File: src/verilog/ccr_pkg.sv
// constants and carrier types of the charger configuration register bank
package ccr_pkg;

    // ************************************************************
    // register offsets on the serial port
    // ************************************************************
    localparam logic [7:0] CCR_OFF_PWR_CFG = 8'h01;
    localparam logic [7:0] CCR_OFF_CHG_CUR = 8'h02;
    localparam logic [7:0] CCR_OFF_PRE_TERM = 8'h03;
    localparam logic [7:0] CCR_OFF_CHG_VOLT = 8'h04;

    // ************************************************************
    // field positions
    // ************************************************************
    localparam int CCR_REGRST_BIT = 7;
    localparam int CCR_FAST_LSB = 2;
    localparam int CCR_COLD_BIT = 1;
    localparam int CCR_FORCE_BIT = 0;
    localparam int CCR_PRE_LSB = 4;
    localparam int CCR_TERM_LSB = 0;
    localparam int CCR_VOLT_LSB = 2;
    localparam int CCR_LOWV_BIT = 1;
    localparam int CCR_RECHG_BIT = 0;

    // ************************************************************
    // reset values
    // ************************************************************
    localparam logic [7:0] CCR_CHG_CUR_RST = 8'h60;
    localparam logic [7:0] CCR_PRE_TERM_RST = 8'h11;
    localparam logic [7:0] CCR_CHG_VOLT_RST = 8'hB2;

    // ************************************************************
    // decode offsets and weights (mA, mV)
    // ************************************************************
    localparam logic [12:0] CCR_FAST_OFS_MA = 13'h0200;  // 512 mA
    localparam logic [12:0] CCR_FAST_STEP_MA = 13'h0040; // 64 mA
    localparam logic [12:0] CCR_FAST_DIV = 13'h0005;     // 20 % = 1/5
    localparam logic [11:0] CCR_PRE_OFS_MA = 12'h080;    // 128 mA
    localparam logic [11:0] CCR_PRE_STEP_MA = 12'h080;   // 128 mA
    localparam logic [11:0] CCR_TERM_OFS_MA = 12'h080;   // 128 mA
    localparam logic [11:0] CCR_TERM_STEP_MA = 12'h080;  // 128 mA
    localparam logic [12:0] CCR_VOLT_OFS_MV = 13'h0DB0;  // 3504 mV
    localparam logic [12:0] CCR_VOLT_STEP_MV = 13'h0010; // 16 mV
    localparam logic [11:0] CCR_LOWV_0_MV = 12'hAF0;     // 2800 mV
    localparam logic [11:0] CCR_LOWV_1_MV = 12'hBB8;     // 3000 mV
    localparam logic [8:0] CCR_RECHG_0_MV = 9'h064;      // 100 mV
    localparam logic [8:0] CCR_RECHG_1_MV = 9'h12C;      // 300 mV

    // decoded configuration handed to the regulation logic
    typedef struct packed {
        logic [12:0] fast_chg_ma;
        logic [12:0] fast_chg_applied_ma;
        logic [11:0] precharge_ma;
        logic [11:0] precharge_applied_ma;
        logic [11:0] term_ma;
        logic [12:0] charge_voltage_mv;
        logic [11:0] low_batt_threshold_mv;
        logic [8:0] recharge_offset_mv;
        logic boost_cold_sel;
        logic reduced_current_force;
    } ccr_cfg_t;

endpackage

File: src/verilog/ccr_sync2.sv
// two-flop synchroniser for asynchronous pin inputs
`timescale 1ns/1ps

module ccr_sync2 #(
    parameter int W = 1,
    parameter logic [W-1:0] RST_VAL = '0
) (
    // clock and reset
    input wire logic sys_clk_in,
    input wire logic resetn_in,
    // pins and synchronised copy
    input wire logic [W-1:0] d_in,
    output logic [W-1:0] q_out
);

    logic [W-1:0] meta_ff;
    logic [W-1:0] q_ff;

    // first stage feeds only the second one
    always_ff @(posedge sys_clk_in or negedge resetn_in) begin
        if (!resetn_in) begin
            meta_ff <= RST_VAL;
            q_ff <= RST_VAL;
        end else begin
            meta_ff <= d_in;
            q_ff <= meta_ff;
        end
    end

    assign q_out = q_ff;

endmodule

File: src/verilog/ccr_wfield_dec.sv
// binary-weighted field decoder: offset plus the weights of the set bits
`timescale 1ns/1ps

module ccr_wfield_dec #(
    parameter int CW = 4,
    parameter int OW = 12,
    parameter logic [OW-1:0] OFFSET = '0,
    parameter logic [OW-1:0] STEP = '0
) (
    // field code and decoded value
    input wire logic [CW-1:0] code_in,
    output logic [OW-1:0] value_out
);

    logic [OW-1:0] acc;

    // each bit weighs STEP times its power of two
    always_comb begin
        acc = OFFSET;
        for (int i = 0; i < CW; i++) begin
            if (code_in[i]) begin
                acc = acc + (STEP << i);
            end
        end
        value_out = acc;
    end

endmodule

File: src/verilog/ccr_cfg_regs.sv
// charger current and voltage configuration registers behind a serial slave port
`timescale 1ns/1ps

module ccr_cfg_regs #(
    parameter logic [6:0] DEV_ADDR = 7'h2A // arbitrary slave address
) (
    // clock and reset
    input wire logic sys_clk_in,
    input wire logic resetn_in,
    // serial port, open drain data
    input wire logic scl_in,
    input wire logic sda_in,
    output logic sda_out,
    output logic sda_oe_out,
    // decoded configuration
    output ccr_pkg::ccr_cfg_t cfg_out
);

    typedef enum logic [2:0] {ST_IDLE, ST_ADDR, ST_REG, ST_WDATA, ST_RDATA} ccr_state_t;

    // ************************************************************
    // pin synchronisation and bus events
    // ************************************************************
    logic [1:0] pin_s;
    logic scl_q_ff;
    logic sda_q_ff;

    ccr_sync2 #(.W(2), .RST_VAL(2'h3)) u_pin_sync (
        .sys_clk_in(sys_clk_in),
        .resetn_in(resetn_in),
        .d_in({scl_in, sda_in}),
        .q_out(pin_s)
    );

    // previous synchronised levels for edge detection
    always_ff @(posedge sys_clk_in or negedge resetn_in) begin
        if (!resetn_in) begin
            scl_q_ff <= 1'b1;
            sda_q_ff <= 1'b1;
        end else begin
            scl_q_ff <= pin_s[1];
            sda_q_ff <= pin_s[0];
        end
    end

    wire scl_s = pin_s[1];
    wire sda_s = pin_s[0];
    wire scl_rise = scl_s & ~scl_q_ff;
    wire scl_fall = ~scl_s & scl_q_ff;
    wire start_det = scl_s & scl_q_ff & sda_q_ff & ~sda_s;
    wire stop_det = scl_s & scl_q_ff & ~sda_q_ff & sda_s;

    // ************************************************************
    // byte engine state
    // ************************************************************
    ccr_state_t state_ff;
    ccr_state_t nxt_state;
    logic [3:0] cnt_ff;
    logic [7:0] shift_ff;
    logic [7:0] ptr_ff;
    logic [7:0] tx_ff;
    logic mnack_ff;
    logic oe_ff;
    logic [7:0] chg_cur_ff;
    logic [7:0] pre_term_ff;
    logic [7:0] chg_volt_ff;

    // register read mux; unmapped and the reset-control byte read zero
    function automatic logic [7:0] rd_mux(input logic [7:0] a, input logic [7:0] c,
                                          input logic [7:0] p, input logic [7:0] v);
        rd_mux = (a == ccr_pkg::CCR_OFF_CHG_CUR) ? c :
                 (a == ccr_pkg::CCR_OFF_PRE_TERM) ? p :
                 (a == ccr_pkg::CCR_OFF_CHG_VOLT) ? v : 8'h00;
    endfunction

    // ack slot ends on the falling edge after the ninth rising edge
    wire byte_done = scl_fall & (cnt_ff == 4'h9);
    wire addr_hit = (shift_ff[7:1] == DEV_ADDR);
    wire wr_stb = byte_done & (state_ff == ST_WDATA);
    wire regrst_stb = wr_stb & (ptr_ff == ccr_pkg::CCR_OFF_PWR_CFG)
                      & shift_ff[ccr_pkg::CCR_REGRST_BIT];
    wire ack_now = ((state_ff == ST_ADDR) & addr_hit) | (state_ff == ST_REG)
                   | (state_ff == ST_WDATA);
    wire rd_start = byte_done & (state_ff == ST_ADDR) & addr_hit & shift_ff[0];
    wire rd_more = byte_done & (state_ff == ST_RDATA) & ~mnack_ff;
    wire [7:0] ptr_inc = ptr_ff + 8'h01;
    wire [7:0] ld_addr = (state_ff == ST_ADDR) ? ptr_ff : ptr_inc;
    wire [7:0] ld_data = rd_mux(ld_addr, chg_cur_ff, pre_term_ff, chg_volt_ff);

    // transitions happen only at start, stop or end of an ack slot
    always_comb begin
        nxt_state = state_ff;
        if (stop_det) begin
            nxt_state = ST_IDLE;
        end else if (start_det) begin
            nxt_state = ST_ADDR;
        end else if (byte_done) begin
            unique case (state_ff)
                ST_IDLE: nxt_state = ST_IDLE;
                ST_ADDR: nxt_state = !addr_hit ? ST_IDLE : (shift_ff[0] ? ST_RDATA : ST_REG);
                ST_REG: nxt_state = ST_WDATA;
                ST_WDATA: nxt_state = ST_WDATA;
                ST_RDATA: nxt_state = mnack_ff ? ST_IDLE : ST_RDATA;
            endcase
        end
    end

    always_ff @(posedge sys_clk_in or negedge resetn_in) begin
        if (!resetn_in) begin
            state_ff <= ST_IDLE;
        end else begin
            state_ff <= nxt_state;
        end
    end

    // bit counter: eight data edges then the ack edge
    always_ff @(posedge sys_clk_in or negedge resetn_in) begin
        if (!resetn_in) begin
            cnt_ff <= 4'h0;
        end else if (start_det || byte_done) begin
            cnt_ff <= 4'h0;
        end else if (scl_rise && state_ff != ST_IDLE && cnt_ff != 4'h9) begin
            cnt_ff <= cnt_ff + 4'h1;
        end
    end

    // receive shifter and master acknowledge capture
    always_ff @(posedge sys_clk_in or negedge resetn_in) begin
        if (!resetn_in) begin
            shift_ff <= 8'h00;
            mnack_ff <= 1'b1;
        end else if (scl_rise && cnt_ff < 4'h8) begin
            shift_ff <= {shift_ff[6:0], sda_s};
        end else if (scl_rise && cnt_ff == 4'h8) begin
            mnack_ff <= sda_s;
        end
    end

    // register pointer auto-increments after each written data byte and each acked read byte
    always_ff @(posedge sys_clk_in or negedge resetn_in) begin
        if (!resetn_in) begin
            ptr_ff <= 8'h00;
        end else if (byte_done && state_ff == ST_REG) begin
            ptr_ff <= shift_ff;
        end else if (wr_stb || rd_more) begin
            ptr_ff <= ptr_inc;
        end
    end

    // data line drive: changes only while scl is low, so no false start/stop
    always_ff @(posedge sys_clk_in or negedge resetn_in) begin
        if (!resetn_in) begin
            oe_ff <= 1'b0;
            tx_ff <= 8'h00;
        end else if (start_det || stop_det) begin
            oe_ff <= 1'b0;
        end else if (rd_start || rd_more) begin
            tx_ff <= ld_data;
            oe_ff <= ~ld_data[7];
        end else if (byte_done) begin
            oe_ff <= 1'b0;
        end else if (scl_fall && cnt_ff == 4'h8) begin
            oe_ff <= ack_now & (state_ff != ST_RDATA);
        end else if (scl_fall && state_ff == ST_RDATA && cnt_ff != 4'h0) begin
            tx_ff <= {tx_ff[6:0], 1'b0};
            oe_ff <= ~tx_ff[6];
        end
    end

    assign sda_out = 1'b0;
    assign sda_oe_out = oe_ff;

    // ************************************************************
    // configuration registers
    // ************************************************************
    // register reset reloads only these bytes; the state machine keeps going
    always_ff @(posedge sys_clk_in or negedge resetn_in) begin
        if (!resetn_in) begin
            chg_cur_ff <= ccr_pkg::CCR_CHG_CUR_RST;
            pre_term_ff <= ccr_pkg::CCR_PRE_TERM_RST;
            chg_volt_ff <= ccr_pkg::CCR_CHG_VOLT_RST;
        end else if (regrst_stb) begin
            chg_cur_ff <= ccr_pkg::CCR_CHG_CUR_RST;
            pre_term_ff <= ccr_pkg::CCR_PRE_TERM_RST;
            chg_volt_ff <= ccr_pkg::CCR_CHG_VOLT_RST;
        end else if (wr_stb) begin
            // no range check: out-of-range codes are the host's to avoid
            if (ptr_ff == ccr_pkg::CCR_OFF_CHG_CUR) chg_cur_ff <= shift_ff;
            if (ptr_ff == ccr_pkg::CCR_OFF_PRE_TERM) pre_term_ff <= shift_ff;
            if (ptr_ff == ccr_pkg::CCR_OFF_CHG_VOLT) chg_volt_ff <= shift_ff;
        end
    end

    // ************************************************************
    // field decode
    // ************************************************************
    logic [12:0] fast_ma;
    logic [11:0] pre_ma;
    logic [11:0] term_ma;
    logic [12:0] volt_mv;
    ccr_pkg::ccr_cfg_t nxt_cfg;
    ccr_pkg::ccr_cfg_t cfg_ff;

    ccr_wfield_dec #(.CW(6), .OW(13), .OFFSET(ccr_pkg::CCR_FAST_OFS_MA),
                     .STEP(ccr_pkg::CCR_FAST_STEP_MA)) u_fast_dec (
        .code_in(chg_cur_ff[ccr_pkg::CCR_FAST_LSB +: 6]),
        .value_out(fast_ma)
    );
    ccr_wfield_dec #(.CW(4), .OW(12), .OFFSET(ccr_pkg::CCR_PRE_OFS_MA),
                     .STEP(ccr_pkg::CCR_PRE_STEP_MA)) u_pre_dec (
        .code_in(pre_term_ff[ccr_pkg::CCR_PRE_LSB +: 4]),
        .value_out(pre_ma)
    );
    ccr_wfield_dec #(.CW(4), .OW(12), .OFFSET(ccr_pkg::CCR_TERM_OFS_MA),
                     .STEP(ccr_pkg::CCR_TERM_STEP_MA)) u_term_dec (
        .code_in(pre_term_ff[ccr_pkg::CCR_TERM_LSB +: 4]),
        .value_out(term_ma)
    );
    ccr_wfield_dec #(.CW(6), .OW(13), .OFFSET(ccr_pkg::CCR_VOLT_OFS_MV),
                     .STEP(ccr_pkg::CCR_VOLT_STEP_MV)) u_volt_dec (
        .code_in(chg_volt_ff[ccr_pkg::CCR_VOLT_LSB +: 6]),
        .value_out(volt_mv)
    );

    // assemble the configuration; division by a constant stays small here
    always_comb begin
        nxt_cfg.fast_chg_ma = fast_ma;
        nxt_cfg.reduced_current_force = chg_cur_ff[ccr_pkg::CCR_FORCE_BIT];
        nxt_cfg.fast_chg_applied_ma = nxt_cfg.reduced_current_force ?
            13'(fast_ma / ccr_pkg::CCR_FAST_DIV) : fast_ma;
        nxt_cfg.precharge_ma = pre_ma;
        nxt_cfg.precharge_applied_ma = nxt_cfg.reduced_current_force ?
            (pre_ma >> 1) : pre_ma;
        nxt_cfg.term_ma = term_ma;
        nxt_cfg.charge_voltage_mv = volt_mv;
        nxt_cfg.low_batt_threshold_mv = chg_volt_ff[ccr_pkg::CCR_LOWV_BIT] ?
            ccr_pkg::CCR_LOWV_1_MV : ccr_pkg::CCR_LOWV_0_MV;
        nxt_cfg.recharge_offset_mv = chg_volt_ff[ccr_pkg::CCR_RECHG_BIT] ?
            ccr_pkg::CCR_RECHG_1_MV : ccr_pkg::CCR_RECHG_0_MV;
        nxt_cfg.boost_cold_sel = chg_cur_ff[ccr_pkg::CCR_COLD_BIT];
    end

    // registered so the analogue side sees glitch-free codes
    always_ff @(posedge sys_clk_in or negedge resetn_in) begin
        if (!resetn_in) begin
            cfg_ff <= '0;
        end else begin
            cfg_ff <= nxt_cfg;
        end
    end

    assign cfg_out = cfg_ff;
endmodule

File: config.mk
export PLATFORM = sky130hd
export DESIGN_NAME = ccr_cfg_regs
export DESIGN_NICKNAME = d
export VERILOG_FILES = /design/src/verilog/ccr_pkg.sv /design/src/verilog/ccr_sync2.sv /design/src/verilog/ccr_wfield_dec.sv /design/src/verilog/ccr_cfg_regs.sv
export SDC_FILE = /design/constraint.sdc
export NUM_CORES = 1
export LEC_CHECK = 0
export ABC_CLOCK_PERIOD_IN_PS = 11100
export BUFFER_PORTS_ARGS = -buffer_cell sky130_fd_sc_hd__clkbuf_2
export CORE_MARGIN = 3
export CORE_UTILIZATION = 50
export DETAILED_ROUTE_END_ITERATION = 8
export PLACE_DENSITY = 0.71
export SKIP_CTS_REPAIR_TIMING = 1
export SLEW_MARGIN = 20
export SYNTH_ARGS = -nofsm -noshare
export SYNTH_HDL_FRONTEND = slang
export SYNTH_SLANG_ARGS = --single-unit
File: constraint.sdc
create_clock -name sys_clk_in -period 11.1 [get_ports sys_clk_in]
set_input_delay 1.665 -clock sys_clk_in [delete_from_list [all_inputs] [get_ports sys_clk_in]]
set_output_delay 1.665 -clock sys_clk_in [all_outputs]
set_load 0.01 [all_outputs]
==> metrics, run 1 <==
status=complete, no violations; critical path data required time=11.42 ns; final wirelength=17700 um; Critical Path Sink Type=flop; uppermost layer routed=met4; design area=8160 sq um; sequential area share after synthesis=38.9%; warning count from the yosys run=0; post-DP HPWL=12400 um; WP data arrival=10.56 ns; initial drt markers=687; Slew headroom=36.5%; library cells used by synthesis=94; CTS root buf=clkbuf_16; CTS tree=yes; first-pass GRT wire length=29200 um; reg2reg path depth=36; Die Area=16300 sq um; n_diodes=0; met3 WL=1270 um; Post-Place Cell Area=7510 sq um; CTS Buffer Depth=2; Post-synth EDFFs=0; worst slew pin tran=0.949 ns; mean post-synth cell area=9.08 sq um; Syn-to-layout area delta=10.5%; Worst-Skew Late Latency=0.42 ns; met1 WL=8390 um; largest cells by area after synthesis=dfrtp_1, dfstp_2, buf_4; setup TNS=0 ns; CORE AREA=14100 sq um; critical path fanouts, max=23; Startpoint Class=flop; post-DR wirelength/cell=17.0 um; CP max stage delay=0.79 ns; largest net degree at the start of global routing=67; GRT Util Overall=22.1%; Die Y-Extent=128 um; Remaining DRCs=0; r2r setup slk=0.86 ns; DR pass1 iterations=5; initial antenna violation count=0; Final period util=92.2%; launching point of the worst reg2reg path=chg_cur_ff[5]; top cells by count, synth=dfrtp_1, nand2_1, o21ai_0; Setup crit end=cfg_out[72]; max-slew violations=0; clk_skew=0.00618 ns; worst min-delay path category=flop to flop; Final Setup Violations=0; count leader, synth=dfrtp_1; top cell type by total area after synthesis=dfrtp_1; initial core utilization=52.2%; filler instances=1251; Nets=886; total power=0.00110 W; vias per inst=5.86; Gate Count Post-Synth=814; Rows=43; Die Width=128 um; IO Count=104; Reg-to-Reg End=cfg_out[72]; Mapped Area=7390 sq um; WS Path Type=flop to flop; port bufs=64; slowest CP cell=dfstp_2; Clock Pin Slew Worst Setup and Hold Paths=0.06 ns; crit path launch=chg_cur_ff[5]; area of the multi-input gates=3930 sq um; top-area cell type share of the netlist area=33.5%; share of layout cells above drive strength 1=18.8%; dominant synthesized flop cell=dfrtp_1; Period minus WS final=10.24 ns; worst ir drop on vdd=0.126 mV; fmax=0.0977 GHz; gpl congestion=0.919; Met2 Routed Length=7840 um; htree depth=4; clk sinks=114; RSZ-0062 raised after global routing=false; max-capacitance violation count=0; number of global-route vias before repair=5666; total number of vias=6128; antenna viol nets, final=0; leakage=3.68 nW; critical path's most frequent cell=ha_1; number of synthesized register bits=114; CTS Buf Count=17; GRT overflow=0; Register Area=2870 sq um; power per cell area=134 nW/um^2; asr flop ratio synth=100%; final hold vios=0
## placed cells by master, fill, tap and decap left out, types with 16 or more instances in the layout
master,n
mux2_2,16
clkbuf_16,17
conb_1,41
nor2_1,61
nand3_1,19
dfrtp_1,99
ha_1,30
o21ai_0,70
a21oi_1,43
inv_1,36
nand2_1,81
clkbuf_2,63
mux2i_1,16
## metal layers
layer / vias up / track usage, %
met5: - / 0
met4: 0 / 5.93
met3: 26 / 5.27
met2: 271 / 32.1
met1: 2913 / 33.1
li1: 2918 / -
## cell families after synthesis
kind of cell / count (synthesis) / synth area share, %
adders and majority gates: 30 / 5.08
muxes: 32 / 4.61
AOI/OAI and AO/OA: 227 / 20.9
buffers and inverters: 128 / 10.1
other: 2 / 0.102
and+or+nand+nor: 263 / 18.1
xor gates and xnor gates: 18 / 2.24
DFF: 114 / 38.9
## through the flow
stage	worst slack (ns)	hold WS, ns	util [%]	cells
floorplan	2.03	0.345	-	853
global placement	1.01	0.346	53.1	1013
detailed placement	0.877	0.352	53.1	1013
CTS	0.762	0.360	57.6	1045
global route	0.167	0.361	57.7	1045
finish	0.862	0.357	57.7	1045
## worst max-delay path, delay by kind of cell (launching register included)
family	cells	cell delay [ns]
AND/OR/NAND/NOR	9	3.20
AO/OA/AOI/OAI	13	2.66
adder cells (fa/ha/maj)	7	2.44
flip-flops	1	0.79
XOR/XNOR	1	0.13
buffers and inverters	6	0.87
## state kept, by name, indices dropped and copies added (netlist names)
register,flops
cfg_out,52
chg_cur_ff,8
chg_volt_ff,8
cnt_ff,4
mnack_ff,1
pre_term_ff,8
ptr_ff,8
scl_q_ff,1
sda_oe_out,1
sda_q_ff,1
shift_ff,8
state_ff,3
tx_ff,7
u_pin_sync.meta_ff,2
u_pin_sync.q_out,2
## power breakdown
| group | internal [W] | switching [W] |
|---|---|---|
| combinational | 0.0000223 | 0.0000338 |
| clock | 0.000388 | 0.000190 |
| sequential | 0.000433 | 0.0000291 |
## worst min-delay path by stage
stage,slack (ns),endpoint,startpoint,depth (start not counted)
after floorplan,0.35,u_pin_sync.q_out[0],u_pin_sync.meta_ff[0],0
final,0.36,u_pin_sync.q_out[0],u_pin_sync.meta_ff[0],0
after global routing,0.36,u_pin_sync.q_out[1],u_pin_sync.meta_ff[1],0
after CTS,0.36,u_pin_sync.q_out[1],u_pin_sync.meta_ff[1],0
after global placement,0.35,u_pin_sync.q_out[1],u_pin_sync.meta_ff[1],0
after detailed placement,0.35,u_pin_sync.q_out[1],u_pin_sync.meta_ff[1],0
## final cells by class
class                           count  share of cell area, %
Clock buffer                       24                   6.27
Clock inverter                      8                   1.52
Inverter                           40                   1.84
Multi-Input combinational cell    611                   48.1
Sequential cell                   114                   35.2
Tap cell                          180                   2.76
Timing Repair Buffer               68                   4.32
Note: power is estimated with default switching activity, not from simulation.
==> inputs of run 2 (changes only) <==
Settings changed: BUFFER_PORTS_ARGS -buffer_cell sky130_fd_sc_hd__clkbuf_2 to unset, DONT_BUFFER_PORTS set to 1, PLACE_DENSITY 0.71 to 0.65, RECOVER_POWER set to 100.
==> run 2 against run 1 <==
Clock power decreased by 2%. Worst setup slack worse by 0.12 ns. First-iteration DRC count increased by 5.7%. Register-to-register slack got worse by 0.12 ns. Final cell count down 6.3%. Flip-flop and latch count stayed put. Power fell by 2.0%. Hold slack gained 0.0023 ns. Clock-buffer cell count down 3.
==> metrics, run 2 (synthesized netlist as in run 1, its figures left out) <==
critical path's most frequent cell=ha_1; Period minus WS final=10.36 ns; gpl congestion=0.918; reg2reg path depth=37; fmax=0.0965 GHz; WP data arrival=10.63 ns; filler instances=1273; Die Width=128 um; CTS tree=yes; max FFs per register=52; Critical Path Sink Type=flop; Rows=43; Remaining DRCs=0; Hold Crit Depth=0; initial antenna violation count=0; CTS Buffer Depth=2; Final Setup Violations=0; area of the multi-input gates=3930 sq um; clk_skew=0.0116 ns; max-capacitance violation count=0; Die Y-Extent=128 um; post-DP HPWL=12600 um; final core occ=55.1%; CORE AREA=14100 sq um; Sw Share=23.8%; worst slew pin tran=1.46 ns; clk sinks=114; Combinational Power Share=4.3%; setup TNS=0 ns; GRT Util Overall=22.3%; worst ir drop on vdd=0.119 mV; start point of the worst hold path=u_pin_sync.meta_ff[1]; r2r setup slk=0.74 ns; Worst-Skew Late Latency=0.41 ns; max-slew violations=0; number of global-route vias before repair=5651; worst min-delay path category=flop to flop; RSZ-0062 raised after global routing=false; most common cell after layout, fill and taps aside=dfrtp_1; GRT overflow=0; launching point of the worst reg2reg path=chg_cur_ff[5]; Clock Pin Slew Worst Setup and Hold Paths=0.05 ns; vias per inst=6.06; largest net degree at the start of global routing=115; share of layout cells above drive strength 1=10.9%; Die Area=16300 sq um; initial drt markers=726; Final period util=93.3%; critical path fanouts, max=25; Clk network pwr share=52.5%; switching power=0.000255 W; Nets=820; first-pass GRT wire length=29200 um; CTS root buf=clkbuf_16; total number of vias=5932; Reg-to-Reg End=cfg_out[72]; internal power=0.000819 W; CTS Buf Count=17; post-DR wirelength/cell=18.2 um; htree depth=4; status=complete, no violations; IO Count=104; critical path data required time=11.37 ns; crit path launch=chg_cur_ff[5]; n_diodes=0; Seq pwr share=43.2%; Slew headroom=2.10%; most frequent cells in the layout=dfrtp_1, nand2_1, o21ai_0, nor2_1, a21oi_1; Syn-to-layout area delta=5.50%; antenna viol nets, final=0; CP max stage delay=0.80 ns; power per cell area=138 nW/um^2; Register Area=2870 sq um; DR pass1 iterations=6; leakage=3.36 nW; WS Path Type=flop to flop; final hold vios=0; slowest CP cell=dfstp_2; hold endpoint=u_pin_sync.q_out[1]; initial core utilization=52.2%; port bufs=0; Startpoint Class=flop; final wirelength=17800 um
run 2: cell types whose count changed in the layout (fill, tap and decap cells not counted), moves of 2 or more:
cell | before | now
clkbuf_2 | 63 | 0
buf_4 | 5 | 0
dfstp_1 | 0 | 5
dfstp_2 | 15 | 10
clkbuf_8 | 6 | 2
clkbuf_1 | 1 | 4
inv_6 | 0 | 2
run 2: worst max-delay path by stage:
stage | cells past startpoint | to
after detailed placement | 36 | cfg_out[72]
after CTS | 36 | cfg_out[72]
after floorplan | 43 | cfg_out[72]
after global routing | 36 | cfg_out[72]
after global placement | 36 | cfg_out[72]
final | 37 | cfg_out[72]
run 2: critical path: cells and delay by family, from the launching register on:
kind / cells / cell delay (ns)
AO/OA/AOI/OAI: 14 / 2.84
XOR/XNOR: 2 / 0.46
adder cells (fa/ha/maj): 7 / 2.07
buffers and inverters: 7 / 1.64
flip-flops: 1 / 0.80
AND/OR/NAND/NOR: 7 / 2.37
run 2: final cells by class:
class	count	share of cell area, %
Clock buffer	21	5.91
Multi-Input combinational cell	611	50.4
Timing Repair Buffer	2	0.0963
Clock inverter	11	1.96
Sequential cell	114	36.8
Tap cell	180	2.89
Inverter	40	1.93
run 2: metrics by stage:
| step | cell area, sq um | hold slack, ns | setup WS, ns | std cells | total power, W |
|---|---|---|---|---|---|
| floorplan | 7530 | 0.345 | 2.03 | 853 | 0.000508 |
| CTS | 7790 | 0.356 | 0.576 | 979 | 0.00109 |
| detailed placement | 7180 | 0.348 | 0.589 | 947 | 0.000517 |
| global placement | 7180 | 0.348 | 0.817 | 947 | 0.000515 |
| global route | 7790 | 0.363 | 0.117 | 979 | 0.00112 |
| finish | 7790 | 0.360 | 0.743 | 979 | 0.00107 |
run 2: power by group through the flow:
stage / sequential, W / combinational [W] / clock [W]
2_1_floorplan: 0.000457 / 0.0000504 / 0
5_1_grt: 0.000467 / 0.0000527 / 0.000597
4_1_cts: 0.000464 / 0.0000464 / 0.000576
6_report: 0.000464 / 0.0000465 / 0.000564
3_3_place_gp: 0.000471 / 0.0000447 / 0
3_5_place_dp: 0.000471 / 0.0000461 / 0
run 2: routing by layer:
| layer | up-vias | track usage (%) | wire, um |
|---|---|---|---|
| met5 | - | 0 | 0 |
| met4 | 0 | 7.51 | 348 |
| met3 | 36 | 4.26 | 882 |
| met2 | 213 | 37.8 | 8970 |
| met1 | 2896 | 28.6 | 7570 |
| li1 | 2787 | - | - |
